--- src/scr_pkg.sv ---
// package for the serializer configuration register bank
package scr_pkg;
    localparam logic [7:0] ADDR_OWN_ID = 8'h00;
    localparam logic [7:0] ADDR_RESET = 8'h01;
    localparam logic [7:0] ADDR_CFG0 = 8'h03;
    localparam logic [7:0] ADDR_CFG1 = 8'h04;
    localparam logic [7:0] RST_OWN_ID = 8'h00;
    localparam logic [7:0] RST_RESET = 8'h00;
    localparam logic [7:0] RST_CFG0 = 8'hd2;
    localparam logic [7:0] RST_CFG1 = 8'h80;
    localparam logic [7:0] MASK_RESET = 8'h83;
    localparam logic [7:0] MASK_CFG0 = 8'hbb;
    // bit 2 holds the register-chosen legacy mode, so it must stay writable
    localparam logic [7:0] MASK_CFG1 = 8'hac;
    localparam int B_ID_SEL = 0;
    localparam int B_AUTO_PD = 7;
    localparam int B_FULL_RST = 1;
    localparam int B_CORE_RST = 0;
    localparam int B_CRC_EN = 7;
    localparam int B_AUTO_ACK = 5;
    localparam int B_FILTER = 4;
    localparam int B_PASS = 3;
    localparam int B_OSC_AUTO = 1;
    localparam int B_EDGE = 0;
    localparam int B_FAILSAFE = 7;
    localparam int B_CRC_CLR = 5;
    localparam int B_COMPAT_SRC = 3;
    localparam int B_COMPAT_REG = 2;
    localparam logic [1:0] FILT_MIN = 2'h2;

    // register access from the control-bus slave (byte-wide)
    typedef struct packed {
        logic wrEn;
        logic rdEn;
        logic [7:0] addr;
        logic [7:0] wdata;
    } scr_req_t;

    typedef struct packed {
        logic [6:0] busAddr;
        logic powerDown;
        logic coreReset;
        logic crcCheckEn;
        logic crcCountClr;
        logic remoteAutoAck;
        logic passThrough;
        logic useOscillator;
        logic pixelEdgeSelect;
        logic failsafeLow;
        logic legacyCompatMode;
    } scr_ctrl_t;
endpackage

--- src/scr_config_regs.sv ---
// serializer configuration and control register bank
`timescale 1ns/1ps
//----------------------------------------------------------------------
// Overview of operation
// - own 7-bit bus address held in address register bits 7:1, host writable
// - address bit 0 set selects register address, clear selects strap pin
// - reset register bit 7 powers down when back-channel link is absent
// - reset register bit 1 resets all logic and registers, then self-clears
// - reset register bit 0 resets logic but keeps registers, then self-clears
// - config0 bit 7 enables back-channel CRC check; config0 resets to d2
// - config0 bit 4 rejects sync/enable pulses shorter than two pixel clocks
// - config0 bit 1 allows automatic fallback to internal oscillator without pixel clock
// - config0 bit 0 picks pixel strobe edge: one rising, zero falling
// - config1 bit 5 clears CRC counters; stays set until software writes zero
// - config1 bit 3 picks legacy mode from register bit, else from strap pin
//----------------------------------------------------------------------
module scr_config_regs
    import scr_pkg::*;
#(
    parameter int SYNC_STAGES = 3
) (
    input wire logic clk,
    input wire logic rst_b,
    input wire scr_pkg::scr_req_t req,
    output logic [7:0] rdata,
    output logic rvalid,
    input wire logic [6:0] address_strap_pin,
    input wire logic mode_strap_pin,
    input wire logic linkDetected,
    input wire logic pixelClockPresent,
    input wire logic data_enable_input,
    input wire logic horizontal_sync_input,
    input wire logic vertical_sync_input,
    output logic data_enable_filt,
    output logic horizontal_sync_filt,
    output logic vertical_sync_filt,
    output scr_pkg::scr_ctrl_t ctrl
);
    import scr_pkg::*;

    //------------------------------------------------------------------
    // register storage
    //------------------------------------------------------------------
    logic [7:0] ownId_q, ownId_d;
    logic [7:0] rstReg_q, rstReg_d;
    logic [7:0] cfg0_q, cfg0_d;
    logic [7:0] cfg1_q, cfg1_d;
    logic [6:0] strapAddr_q;
    logic strapMode_q;

    // the full reset clears the registers too; it is an extra synchronous reset term
    wire regReset = !rst_b || rstReg_q[B_FULL_RST];
    // core reset covers everything except the register file
    wire coreReset = regReset || rstReg_q[B_CORE_RST];

    wire hitOwnId = req.wrEn && (req.addr == ADDR_OWN_ID);
    wire hitReset = req.wrEn && (req.addr == ADDR_RESET);
    wire hitCfg0 = req.wrEn && (req.addr == ADDR_CFG0);
    wire hitCfg1 = req.wrEn && (req.addr == ADDR_CFG1);

    assign ownId_d = hitOwnId ? req.wdata : ownId_q;
    // reset strobes self-clear: a write pulses them for exactly one cycle
    // a full reset also clears the auto power-down bit held here
    assign rstReg_d = hitReset ? (req.wdata & MASK_RESET)
                    : rstReg_q[B_FULL_RST] ? RST_RESET
                    : {rstReg_q[B_AUTO_PD], 7'h00};
    assign cfg0_d = hitCfg0 ? (req.wdata & MASK_CFG0) : cfg0_q;
    // crc clear holds while set; software writes zero to release it
    assign cfg1_d = hitCfg1 ? (req.wdata & MASK_CFG1) : cfg1_q;

    always_ff @(posedge clk) begin
        if (regReset) begin
            ownId_q <= RST_OWN_ID;
            cfg0_q <= RST_CFG0;
            cfg1_q <= RST_CFG1;
        end else begin
            ownId_q <= ownId_d;
            cfg0_q <= cfg0_d;
            cfg1_q <= cfg1_d;
        end
    end

    // the reset register clears only on pin reset so the full-reset strobe can drop again
    always_ff @(posedge clk) begin
        if (!rst_b) begin
            rstReg_q <= RST_RESET;
        end else begin
            rstReg_q <= rstReg_d;
        end
    end

    // straps are static levels; sampled on every clock, during reset as well
    always_ff @(posedge clk) begin
        strapAddr_q <= address_strap_pin;
        strapMode_q <= mode_strap_pin;
    end

    //------------------------------------------------------------------
    // pin input synchronisers (three stages, second and third must agree)
    //------------------------------------------------------------------
    logic [4:0] sync1_q, sync2_q, sync3_q, syncStable_q;
    wire [4:0] pinsIn = {linkDetected, pixelClockPresent, data_enable_input,
                         horizontal_sync_input, vertical_sync_input};
    wire [4:0] agree = ~(sync2_q ^ sync3_q);
    always_ff @(posedge clk) begin
        sync1_q <= pinsIn;
        sync2_q <= sync1_q;
        sync3_q <= sync2_q;
        if (!rst_b) begin
            syncStable_q <= 5'h00;
        end else begin
            syncStable_q <= (agree & sync3_q) | (~agree & syncStable_q);
        end
    end

    //------------------------------------------------------------------
    // two-cycle glitch filter on sync and enable inputs
    //------------------------------------------------------------------
    logic [2:0] filtOut_q;
    logic [1:0] filtCnt_q [3];
    wire [2:0] filtIn = syncStable_q[2:0];
    // a new level must persist two full cycles before it is passed on
    function automatic logic [1:0] filt_count(input logic differs, input logic [1:0] cnt);
        filt_count = differs ? ((cnt == FILT_MIN) ? cnt : cnt + 2'h1) : 2'h0;
    endfunction

    always_ff @(posedge clk) begin
        for (int i = 0; i < 3; i++) begin
            if (coreReset) begin
                filtCnt_q[i] <= 2'h0;
                filtOut_q[i] <= 1'b0;
            end else begin
                filtCnt_q[i] <= filt_count(filtIn[i] != filtOut_q[i], filtCnt_q[i]);
                if (!cfg0_q[B_FILTER] || (filtCnt_q[i] == FILT_MIN - 2'h1)) begin
                    filtOut_q[i] <= filtIn[i];
                end
            end
        end
    end
    assign {data_enable_filt, horizontal_sync_filt, vertical_sync_filt} = filtOut_q;

    //------------------------------------------------------------------
    // decoded control outputs
    //------------------------------------------------------------------
    scr_ctrl_t ctrl_d, ctrl_q;
    always_comb begin
        ctrl_d = '0;
        // register address overrides the strap only when selected
        ctrl_d.busAddr = ownId_q[B_ID_SEL] ? ownId_q[7:1] : strapAddr_q;
        ctrl_d.powerDown = rstReg_q[B_AUTO_PD] && !syncStable_q[4];
        ctrl_d.coreReset = coreReset;
        ctrl_d.crcCheckEn = cfg0_q[B_CRC_EN];
        ctrl_d.crcCountClr = cfg1_q[B_CRC_CLR];
        ctrl_d.remoteAutoAck = cfg0_q[B_AUTO_ACK];
        ctrl_d.passThrough = cfg0_q[B_PASS];
        ctrl_d.useOscillator = cfg0_q[B_OSC_AUTO] && !syncStable_q[3];
        ctrl_d.pixelEdgeSelect = cfg0_q[B_EDGE];
        ctrl_d.failsafeLow = cfg1_q[B_FAILSAFE];
        ctrl_d.legacyCompatMode = cfg1_q[B_COMPAT_SRC] ? cfg1_q[B_COMPAT_REG] : strapMode_q;
    end

    always_ff @(posedge clk) begin
        if (!rst_b) begin
            ctrl_q <= '0;
        end else begin
            ctrl_q <= ctrl_d;
        end
    end
    assign ctrl = ctrl_q;

    //------------------------------------------------------------------
    // read port; unmapped and reserved locations read zero
    //------------------------------------------------------------------
    logic [7:0] rdata_d, rdata_q;
    logic rvalid_q;
    always_comb begin
        case (req.addr)
            ADDR_OWN_ID: rdata_d = ownId_q;
            ADDR_RESET: rdata_d = rstReg_q;
            ADDR_CFG0: rdata_d = cfg0_q;
            ADDR_CFG1: rdata_d = cfg1_q;
            default: rdata_d = 8'h00;
        endcase
    end

    always_ff @(posedge clk) begin
        if (!rst_b) begin
            rdata_q <= 8'h00;
            rvalid_q <= 1'b0;
        end else begin
            rdata_q <= req.rdEn ? rdata_d : rdata_q;
            rvalid_q <= req.rdEn;
        end
    end
    assign rdata = rdata_q;
    assign rvalid = rvalid_q;
endmodule

--- config.mk ---
export PLATFORM = sky130hd
export DESIGN_NAME = scr_config_regs
export DESIGN_NICKNAME = d
export VERILOG_FILES = /design/src/scr_pkg.sv /design/src/scr_config_regs.sv
export SDC_FILE = /design/constraint.sdc
export NUM_CORES = 1
export LEC_CHECK = 0
export ABC_AREA = 1
export BUFFER_PORTS_ARGS = -buffer_cell sky130_fd_sc_hd__buf_2
export CORE_ASPECT_RATIO = 1.1
export CORE_MARGIN = 2
export CORE_UTILIZATION = 45
export DETAILED_ROUTE_END_ITERATION = 10
export GPL_ROUTABILITY_DRIVEN = 0
export HOLD_SLACK_MARGIN = 0.08
export PLACE_DENSITY_LB_ADDON = 0.2
export SLEW_MARGIN = 20
export SYNTH_ARGS = -nofsm -noshare
export SYNTH_HDL_FRONTEND = slang
export SYNTH_SLANG_ARGS = --single-unit
--- constraint.sdc ---
create_clock -name clk -period 1.1 [get_ports clk]
set_input_delay 0.165 -clock clk [delete_from_list [all_inputs] [get_ports clk]]
set_output_delay 0.165 -clock clk [all_outputs]
set_load 0.005 [all_outputs]
==> results of run 1 <==
## power breakdown
part	switching (mW)	leakage, nW	internal, mW
sequential	0.0371	0.699	3.17
combinational	0.167	1.11	0.158
clock	1.08	0.119	1.50
total	1.28	1.93	4.82
## synthesized netlist by cell type
| cell type | count |
|---|---|
| dfxtp_1 | 85 |
| nand2_1 | 63 |
| nor2_1 | 41 |
| inv_1 | 38 |
| a21oi_1 | 31 |
| o21ai_0 | 29 |
| nand3_1 | 17 |
| ha_1 | 6 |
| xor2_1 | 5 |
| buf_2 | 3 |
| clkbuf_1 | 3 |
| nand2_2 | 3 |
| nor2_2 | 3 |
| o21ai_1 | 3 |
| a211oi_2 | 2 |
| a21oi_2 | 2 |
| inv_2 | 2 |
| nand2_4 | 2 |
| nor2_4 | 2 |
| nor2_8 | 2 |
| nor3_1 | 2 |
| buf_12 | 1 |
| clkinv_2 | 1 |
| clkinv_4 | 1 |
## stage by stage
step,std cells,setup WS (ps),hold WS [ps],instance area [sq um],util (%)
2_1_floorplan,347,29.1,193,3000,-
4_1_cts,526,52.4,88.5,3850,59.1
3_3_place_gp,495,-63.5,267,3450,52.9
6_report,526,57.6,95.9,3850,59.1
3_5_place_dp,495,-103,269,3450,52.9
5_1_grt,526,7.35,97.9,3850,59.1
## state kept, by name (all words and copies together), names as in the netlist, named ones only
register	count
strapMode_q	1
sync2_q	5
ownId_q	8
cfg1_q	4
sync1_q	5
strapAddr_q	7
cfg0_q	7
rvalid	1
rstReg_q	3
sync3_q	5
rdata	8
filtCnt_q	6
filtOut_q	3
ctrl	17
## cell type report
cell class | count | area, sq um
well taps | 82 | 103
clock inverters | 6 | 113
fillers | 598 | 2670
flip-flops and latches | 85 | 1700
inverters | 42 | 164
multi-input cells | 213 | 1090
clock buffers | 9 | 124
repair buffers | 89 | 556
## cells by family after synthesis
| logic type | share of synthesized area (%) |
|---|---|
| and+or+nand+nor | 20.3 |
| DFF | 56.8 |
| AOI/OAI and AO/OA | 11.9 |
| buffers and inverters | 7.01 |
| adders and majority gates | 2.51 |
| xor gates and xnor gates | 1.46 |
## metal layers
layer	wire, um	vias to the layer above	global-route usage (%)
met5	0	-	0
met2	2620	73	26.8
met1	2970	1070	23.7
li1	-	1285	-
met4	161	0	9.70
met3	303	13	4.30
## worst max-delay path, cell delays in order (launching register included)
cell and delay (ps):
dfxtp_1 360, inv_1 70, ha_1 210, inv_1 100
nor2_1 60, a211oi_2 170
## final timing paths
| check | slack (ps) | cells past startpoint | endpoint |
|---|---|---|---|
| setup / recovery | 60 | 5 | filtCnt_q[1][1] |
| hold / removal | 100 | 3 | ownId_q[6] |
| setup reg to reg | 60 | 5 | filtCnt_q[1][1] |
| hold reg to reg | 330 | 0 | sync2_q[0] |
## timing repair
item / 4_1_cts / 5_1_grt
hold endpoints to repair: 17 / 0
hold buffers: 16 / 0
setup endpoints to repair: 1 / 1
gates resized for setup: 1 / 1
==> metrics.csv, run 1 <==
stage;metric;value;unit
outcome;outcome;finished clean;
synth;area fraction of the dominant cell type after synthesis;56.8;%
sta;period utilization;94.8;%
clocking;# Post-CTS Setup Buffers;0;
synth;cell accounting for the most synthesized area;dfxtp_1;
critical_path;RR Startpoint;filtCnt_q[1][0];
global_route;global-route wire length before repair;9740;um
global_route;initial antenna violation count;0;
sta;setup tns final;0;ps
clocking;Clk Latency, worst-skew pair;340;ps
sta;crit path time final;1040;ps
route;DRC violations left;0;
placed_design;IO buf count;61;
clocking;TritonCTS Buffers;9;
critical_path;Worst Path Required;1380;ps
route;drt via density;4.64;
worst_hold_path;min-delay src;req[6];
sta;Worst slew margin;78.3;%
sta;setup violators final;0;
power;PD cells;1590;nW/um^2
floorplanning;# rows;31;
sta;Hold Vio Cnt, Final;0;
power;Static Leak;1.93;nW
sta;Worst Tran Pin Value;324;ps
run;count of maximum capacitance violations;0;
global_route;gr usage total;17.8;%
floorplanning;Die Area;7330;sq um
critical_path;crit start category;flop;
route;post-route ant nets;0;
final_layout;final net count;479;
route;TritonRoute pass-1 iters;5;
sta;fmax;0.959;GHz
clocking;root buffer cell;clkbuf_8;
critical_path;Crit Path Max Fanout;3;
synth;Yosys warnings;0;
route;DRT Wirelength;6050;um
clocking;TritonCTS clock tree;done;
global_route;largest net degree at the start of global routing;22;
synth;top post-synthesis cells by area;dfxtp_1 57%, nand2_1 7.9%, a21oi_1 5.2%, nor2_1 5.1%, o21ai_0 4.8%;
synth;flops & latches, synth;85;
sta;Final Slew Violations;0;
route;vias after detailed routing;2441;
synth;Cell variety after synth;24;
clocking;Clock transition at path regs;80;ps
final_layout;most common cell after layout, fill and taps aside;dfxtp_1;
synth;post-synthesis sequential area ratio;56.8;%
floorplanning;Initial Util;46.0;%
critical_path;Critical Path End Type;flop;
clocking;maximum clock path buffer count;2;
route;routed wire length per instance;11.5;um
synth;Cell Area, Synth;3000;sq um
critical_path;WP data arrival;1320;ps
synth;Syn Area/Cell;8.64;sq um
power;Max VDD drop;1.03;mV
floorplanning;Core Area;6520;sq um
final_layout;antenna cell count;0;
final_layout;Area growth syn-to-layout;28.5;%
global_route;Remaining Overflow, GRT;0;
critical_path;critical path class;reg2reg;
critical_path;crit path from;filtCnt_q[1][0];
route;Starting DRT DRC Count;92;
clocking;TritonCTS Sinks;85;
floorplanning;Die Wd;81.8;um
clocking;CTS H-tree depth;3;
synth;Syn Nets;386;
sta;RSZ-0062 raised after global routing;false;
power;Pwr Total;6.10;mW
sta;Final Skew;6.63;ps
worst_hold_path;Hold Path Class;in2reg;
floorplanning;io pins;62;
final_layout;most frequent cells in the layout;84 x dfxtp_1, 63 x nand2_1, 61 x buf_2;
floorplanning;Die Ht;89.6;um
placed_design;Detail Placement HPWL;4350;um
global_route;vias in the first global route;2190;
synth;Gate Count Post-Synth;347;
final_layout;layout cells sized above 1;24.5;%
No activity file was read; power rests on OpenSTA's default activity.
==> inputs of run 2 (changes only) <==
==> constraint.sdc (replaced) <==
create_clock -name clk -period 1 [get_ports clk]
set_input_delay 0.15 -clock clk [delete_from_list [all_inputs] [get_ports clk]]
set_output_delay 0.15 -clock clk [all_outputs]
set_load 0.005 [all_outputs]
==> run 2 against run 1 <==
Largest cell class unchanged. Combinational power is 26% higher. Clock-buffer cell count is 3 higher. Design area is 2.5% higher. Cell count is 1.7% higher. Critical endpoint is now filtCnt_q[0][1].
==> metrics.csv, run 2 (synthesis gave the netlist of run 1 again) <==
stage;metric;value;unit;change
final_layout;Layout Cells excl Fill;535;;was 526
critical_path;RR Startpoint;filtCnt_q[0][0];;was filtCnt_q[1][0]
clocking;Clock transition at path regs;80;ps;about the same
placed_design;IO buf count;61;;unchanged
critical_path;Worst Path Required;1250;ps;was 1380 ps
route;TritonRoute pass-1 iters;5;;unchanged
clocking;root buffer cell;clkbuf_8;;unchanged
final_layout;antenna cell count;0;;unchanged
global_route;largest net degree at the start of global routing;22;;unchanged
route;routed wire length per instance;11.4;um;was 11.5 um
sta;Worst slew margin;81.1;%;was 78.3%
sta;Worst Tran Pin Value;284;ps;was 324 ps
final_layout;final net count;487;;was 479
floorplanning;Core Area;6520;sq um;unchanged
power;Max VDD drop;1.01;mV;was 1.03 mV
global_route;Remaining Overflow, GRT;0;;unchanged
clocking;CTS H-tree depth;3;;unchanged
sta;Final Slew Violations;0;;unchanged
sta;hold_ws;101;ps;was 95.9 ps
outcome;outcome;finished clean;;unchanged
sta;period utilization;96.7;%;was 94.8%
critical_path;Critical Path End Type;flop;;unchanged
floorplanning;Initial Util;46.0;%;unchanged
critical_path;reg-to-reg setup timing slack;30;ps;was 60 ps
final_layout;most frequent cells in the layout;77 x dfxtp_1, 61 x nand2_1, 61 x buf_2;;was 84 x dfxtp_1, 63 x nand2_1, 61 x buf_2
route;DRC violations left;0;;unchanged
critical_path;FF-to-FF End;filtCnt_q[0][1];;was filtCnt_q[1][1]
route;DRT Wirelength;6100;um;was 6050 um
final_layout;layout cells sized above 1;28.9;%;was 24.5%
worst_hold_path;min-delay src;req[5];;was req[6]
floorplanning;# rows;31;;unchanged
clocking;maximum clock path buffer count;2;;unchanged
route;vias after detailed routing;2430;;was 2,441
worst_hold_path;Worst Hold Endpoint;ownId_q[5];;was ownId_q[6]
floorplanning;Die Area;7330;sq um;unchanged
route;Starting DRT DRC Count;107;;was 92
power;Pwr Total;6.28;mW;was 6.10 mW
clocking;TritonCTS Sinks;85;;unchanged
worst_hold_path;Hold Path Class;in2reg;;unchanged
sta;fmax;1.03;GHz;was 0.959 GHz
power;PD cells;1590;nW/um^2;about the same
clocking;TritonCTS Buffers;9;;unchanged
critical_path;Crit Path Max Fanout;3;;unchanged
global_route;initial antenna violation count;0;;unchanged
sta;RSZ-0062 raised after global routing;true;;was false
route;post-route ant nets;0;;unchanged
floorplanning;io pins;62;;unchanged
critical_path;depth of the most critical reg-to-reg path;5;;unchanged
sta;Final Skew;5.67;ps;was 6.63 ps
clocking;TritonCTS clock tree;done;;unchanged
global_route;vias in the first global route;2188;;was 2,190
critical_path;critical path class;reg2reg;;unchanged
run;count of maximum capacitance violations;0;;unchanged
final_layout;most common cell after layout, fill and taps aside;dfxtp_1;;unchanged
route;drt via density;4.54;;was 4.64
final_layout;Area growth syn-to-layout;31.7;%;was 28.5%
placed_design;DP Cell Count;497;;was 495
global_route;gr usage total;18.0;%;was 17.8%
placed_design;Detail Placement HPWL;4350;um;about the same
worst_hold_path;cell count of the worst hold path;3;;unchanged
critical_path;crit start category;flop;;unchanged
sta;setup violators final;0;;unchanged
sta;Hold Vio Cnt, Final;0;;unchanged
floorplanning;Die Ht;89.6;um;unchanged
global_route;global-route wire length before repair;9940;um;was 9740 um
clocking;Clk Latency, worst-skew pair;350;ps;was 340 ps
critical_path;WP data arrival;1220;ps;was 1320 ps
floorplanning;Die Wd;81.8;um;unchanged
power;Static Leak;1.95;nW;was 1.93 nW
sta;crit path time final;967;ps;was 1040 ps
final_layout;Largest register FFs;17;;unchanged
==> run 2: changes by cell type in the layout (fill, tap and decap cells not counted), moves of 3 or more <==
cell / previous run / this run
buf_4: 12 / 17
inv_1: 38 / 33
nor2_4: 3 / 6
inv_2: 2 / 6
dfxtp_2: 1 / 8
dfxtp_1: 84 / 77
==> run 2: what timing repair did <==
action                     CTS  global route
resized for setup            7             7
setup buffers                0             4
pin swaps                    0             5
hold buffers                18             0
hold endpoints to repair    21             0
setup endpoints to repair    8            15
==> run 2: worst max-delay path, cell delays in order (launching register included) <==
cell and delay [ps]:
dfxtp_2 360, inv_2 30, ha_2 290, nor2_1 30, a21oi_1 110, nor2_1 50
==> run 2: worst max-delay path by stage <==
| stage | start | to | slack [ps] | depth (start not counted) |
|---|---|---|---|---|
| 5_1_grt | filtCnt_q[1][1] | filtOut_q[1] | -40 | 5 |
| 3_5_place_dp | req[13] | cfg0_q[1] | -180 | 9 |
| 3_3_place_gp | req[11] | cfg0_q[1] | -160 | 9 |
| 2_1_floorplan | req[13] | cfg0_q[1] | -10 | 8 |
| 6_report | filtCnt_q[0][0] | filtCnt_q[0][1] | 30 | 5 |
| 4_1_cts | filtCnt_q[2][0] | filtCnt_q[2][1] | 3 | 5 |
==> run 2: power by group <==
part / leakage, nW / internal [mW] / switching (mW)
logic: 1.15 / 0.203 / 0.205
registers: 0.703 / 3.48 / 0.0415
clock network: 0.0964 / 1.22 / 1.13
total: 1.95 / 4.90 / 1.37
==> run 2: metal layers <==
metal	vias up	GRT usage (%)	part of all wire (%)
li1	1298	-	-
met1	1052	23.9	47
met2	74	27.9	44
met3	6	3.80	7.2
met4	0	8.94	1.1
met5	-	0	0
==> run 2: cell type report <==
class                      instances  area (sq um)
sequential                        85          1710
clock buffer                      12           145
fill                             582          2570
timing repair buffer              97           633
tap                               82           103
multi-input combinational        213          1140
inverter                          42           170
clock inverter                     4          47.5
==> run 2: per-stage QoR <==
| step | util [%] | area (sq um) | setup WS [ps] | TNS, ps |
|---|---|---|---|---|
| global route | 60.6 | 3950 | -37.6 | -134 |
| CTS | 60.0 | 3910 | 3.08 | 0 |
| detailed placement | 54.1 | 3520 | -181 | -3040 |
| floorplan | - | 3040 | -11.1 | -11.1 |
| finish | 60.6 | 3950 | 32.9 | 0 |
| global placement | 54.1 | 3520 | -162 | -2810 |
==> inputs of run 3 (changes only) <==
--- a/config.mk
+++ b/config.mk
@@ -12,8 +12,10 @@
 export CORE_UTILIZATION = 45
 export DETAILED_ROUTE_END_ITERATION = 10
 export GPL_ROUTABILITY_DRIVEN = 0
+export GPL_TIMING_DRIVEN = 0
 export HOLD_SLACK_MARGIN = 0.08
 export PLACE_DENSITY_LB_ADDON = 0.2
+export SETUP_SLACK_MARGIN = 0.15
 export SLEW_MARGIN = 20
 export SYNTH_ARGS = -nofsm -noshare
 export SYNTH_HDL_FRONTEND = slang
==> run 3 against run 2 <==
The flow now finishes with violations (setup timing). Critical path depth unchanged. Clock-buffer cell count decreased by 1. Sequential share of layout area decreased by 3.2 points. Worst hold slack worse by 11 ps. Wire length rose by 9.5%. Flip-flop and latch count did not move. Non-clock buffer count up 9. Cell count is 1.7% higher. Combinational power increased by 9.6%. Design area increased by 10%. Critical path type unchanged. Highest routed layer unchanged.
==> metrics.csv, run 3 (synthesis gave the netlist of run 1 again) <==
stage;metric;value;unit;change
outcome;outcome;finished, violations left;;was finished clean
outcome;failing checks;setup timing;;
global_route;vias in the first global route;2343;;was 2,188
route;DRC violations left;0;;unchanged
final_layout;antenna cell count;0;;unchanged
floorplanning;io pins;62;;unchanged
sta;Final Slew Violations;0;;unchanged
sta;Hold Vio Cnt, Final;0;;unchanged
sta;RSZ-0062 raised after global routing;true;;unchanged
floorplanning;Die Area;7330;sq um;unchanged
critical_path;Critical Path End Type;flop;;unchanged
route;vias after detailed routing;2558;;was 2,430
clocking;TritonCTS Buffers;9;;unchanged
sta;crit path time final;1020;ps;was 967 ps
sta;setup violators final;2;;was 0
clocking;maximum clock path buffer count;2;;unchanged
power;Static Leak;2.10;nW;was 1.95 nW
run;count of maximum capacitance violations;0;;unchanged
route;TritonRoute pass-1 iters;4;;was 5
sta;fmax;0.985;GHz;was 1.03 GHz
final_layout;design area;4360;sq um;was 3950 sq um
clocking;TritonCTS clock tree;done;;unchanged
critical_path;Crit Path Max Fanout;5;;was 3
sta;Worst slew margin;58.3;%;was 81.1%
sta;Worst Tran Pin Value;625;ps;was 284 ps
route;routed wire length per instance;12.3;um;was 11.4 um
floorplanning;Core Area;6520;sq um;unchanged
final_layout;Area growth syn-to-layout;45.4;%;was 31.7%
placed_design;DP Area;3490;sq um;was 3520 sq um
power;Pwr Total;6.89;mW;was 6.28 mW
route;DRT Wirelength;6670;um;was 6100 um
final_layout;most frequent cells in the layout;52 x nand2_1, 52 x buf_2, 47 x dfxtp_1;;was 77 x dfxtp_1, 61 x nand2_1, 61 x buf_2
power;Max VDD drop;1.03;mV;was 1.01 mV
route;drt via density;4.70;;was 4.54
critical_path;crit start category;flop;;unchanged
final_layout;Largest register FFs;17;;unchanged
critical_path;Worst Path Required;1290;ps;was 1250 ps
placed_design;IO buf count;60;;was 61
sta;period utilization;102;%;was 96.7%
final_layout;Layout Cells excl Fill;544;;was 535
clocking;root buffer cell;clkbuf_8;;unchanged
floorplanning;Die Wd;81.8;um;unchanged
clocking;Clk Latency, worst-skew pair;360;ps;was 350 ps
clocking;TritonCTS Sinks;85;;unchanged
worst_hold_path;Hold Path Class;in2reg;;unchanged
power;PD cells;1580;nW/um^2;was 1590 nW/um^2
route;Starting DRT DRC Count;130;;was 107
route;post-route ant nets;0;;unchanged
clocking;Clock transition at path regs;90;ps;was 80 ps
sta;Final Skew;11.8;ps;was 5.67 ps
final_layout;fill count;528;;was 582
final_layout;final net count;496;;was 487
global_route;gr usage total;18.5;%;was 18.0%
global_route;Remaining Overflow, GRT;0;;unchanged
final_layout;multi-input logic area;1310;sq um;was 1140 sq um
final_layout;layout cells sized above 1;45.2;%;was 28.9%
final_layout;FF/Latch Area;1750;sq um;was 1710 sq um
floorplanning;Die Ht;89.6;um;unchanged
critical_path;critical path class;reg2reg;;unchanged
clocking;CTS H-tree depth;3;;unchanged
placed_design;DP Cell Count;489;;was 497
critical_path;WP data arrival;1300;ps;was 1220 ps
sta;Worst Setup Slack, final;-15.3;ps;was 32.9 ps
global_route;initial antenna violation count;0;;unchanged
floorplanning;# rows;31;;unchanged
placed_design;Detail Placement HPWL;4340;um;was 4350 um
floorplanning;Initial Util;46.0;%;unchanged
global_route;global-route wire length before repair;10200;um;was 9940 um
global_route;largest net degree at the start of global routing;15;;was 22
run 3: area by class of cell:
class,instances,share of cell area (%)
timing repair buffer,99,16.2
buffer,7,1.26
multi-input combinational,213,30.0
tap,82,2.35
sequential,85,40.2
clock buffer,11,3.25
inverter,42,4.28
clock inverter,5,2.47
run 3: path summary, 6_finish.rpt:
check	slack [ps]	startpoint	depth (start not counted)	endpoint
worst min register to register	330	sync1_q[2]	0	sync2_q[2]
worst min-delay path	90	req[3]	3	cfg1_q[3]
worst max register to register	-20	rstReg_q[1]	5	filtCnt_q[1][1]
worst max-delay path	-20	rstReg_q[1]	5	filtCnt_q[1][1]
run 3: metrics by stage:
stage,util (%),setup TNS (ps),hold WS (ps),setup WS (ps)
final,66.9,-25.1,89.2,-15.3
after global routing,66.9,-442,91.7,-66.7
after CTS,62.1,-10.7,81.5,-10.7
after detailed placement,53.5,-5940,254,-292
after global placement,53.5,-5360,253,-267
after floorplan,-,-19.0,178,-11.0
run 3: routing by layer:
layer | track usage [%] | wire [um] | vias to the layer above
met5 | 0 | 0 | -
met4 | 8.33 | 115 | 0
met3 | 5.20 | 328 | 8
met2 | 29.9 | 3190 | 66
met1 | 23.2 | 3040 | 1160
li1 | - | - | 1324
run 3: worst max-delay path: stages (launching register included):
cell and delay, ps:
dfxtp_2 340, nor2_4 140, inv_4 60, nor2_4 180
nand2_2 90, a211oi_2 140
run 3: repair_timing:
item,CTS,global route
pin swaps,6,26
resized for setup,21,81
endpoints found under the hold margin,25,0
setup buffers,10,9
setup endpoints to repair,60,76
hold buffers,20,0
run 3: report_power, final:
part           internal [mW]  switching [mW]
clock                   1.74            1.19
sequential              3.48          0.0418
combinational          0.217           0.229
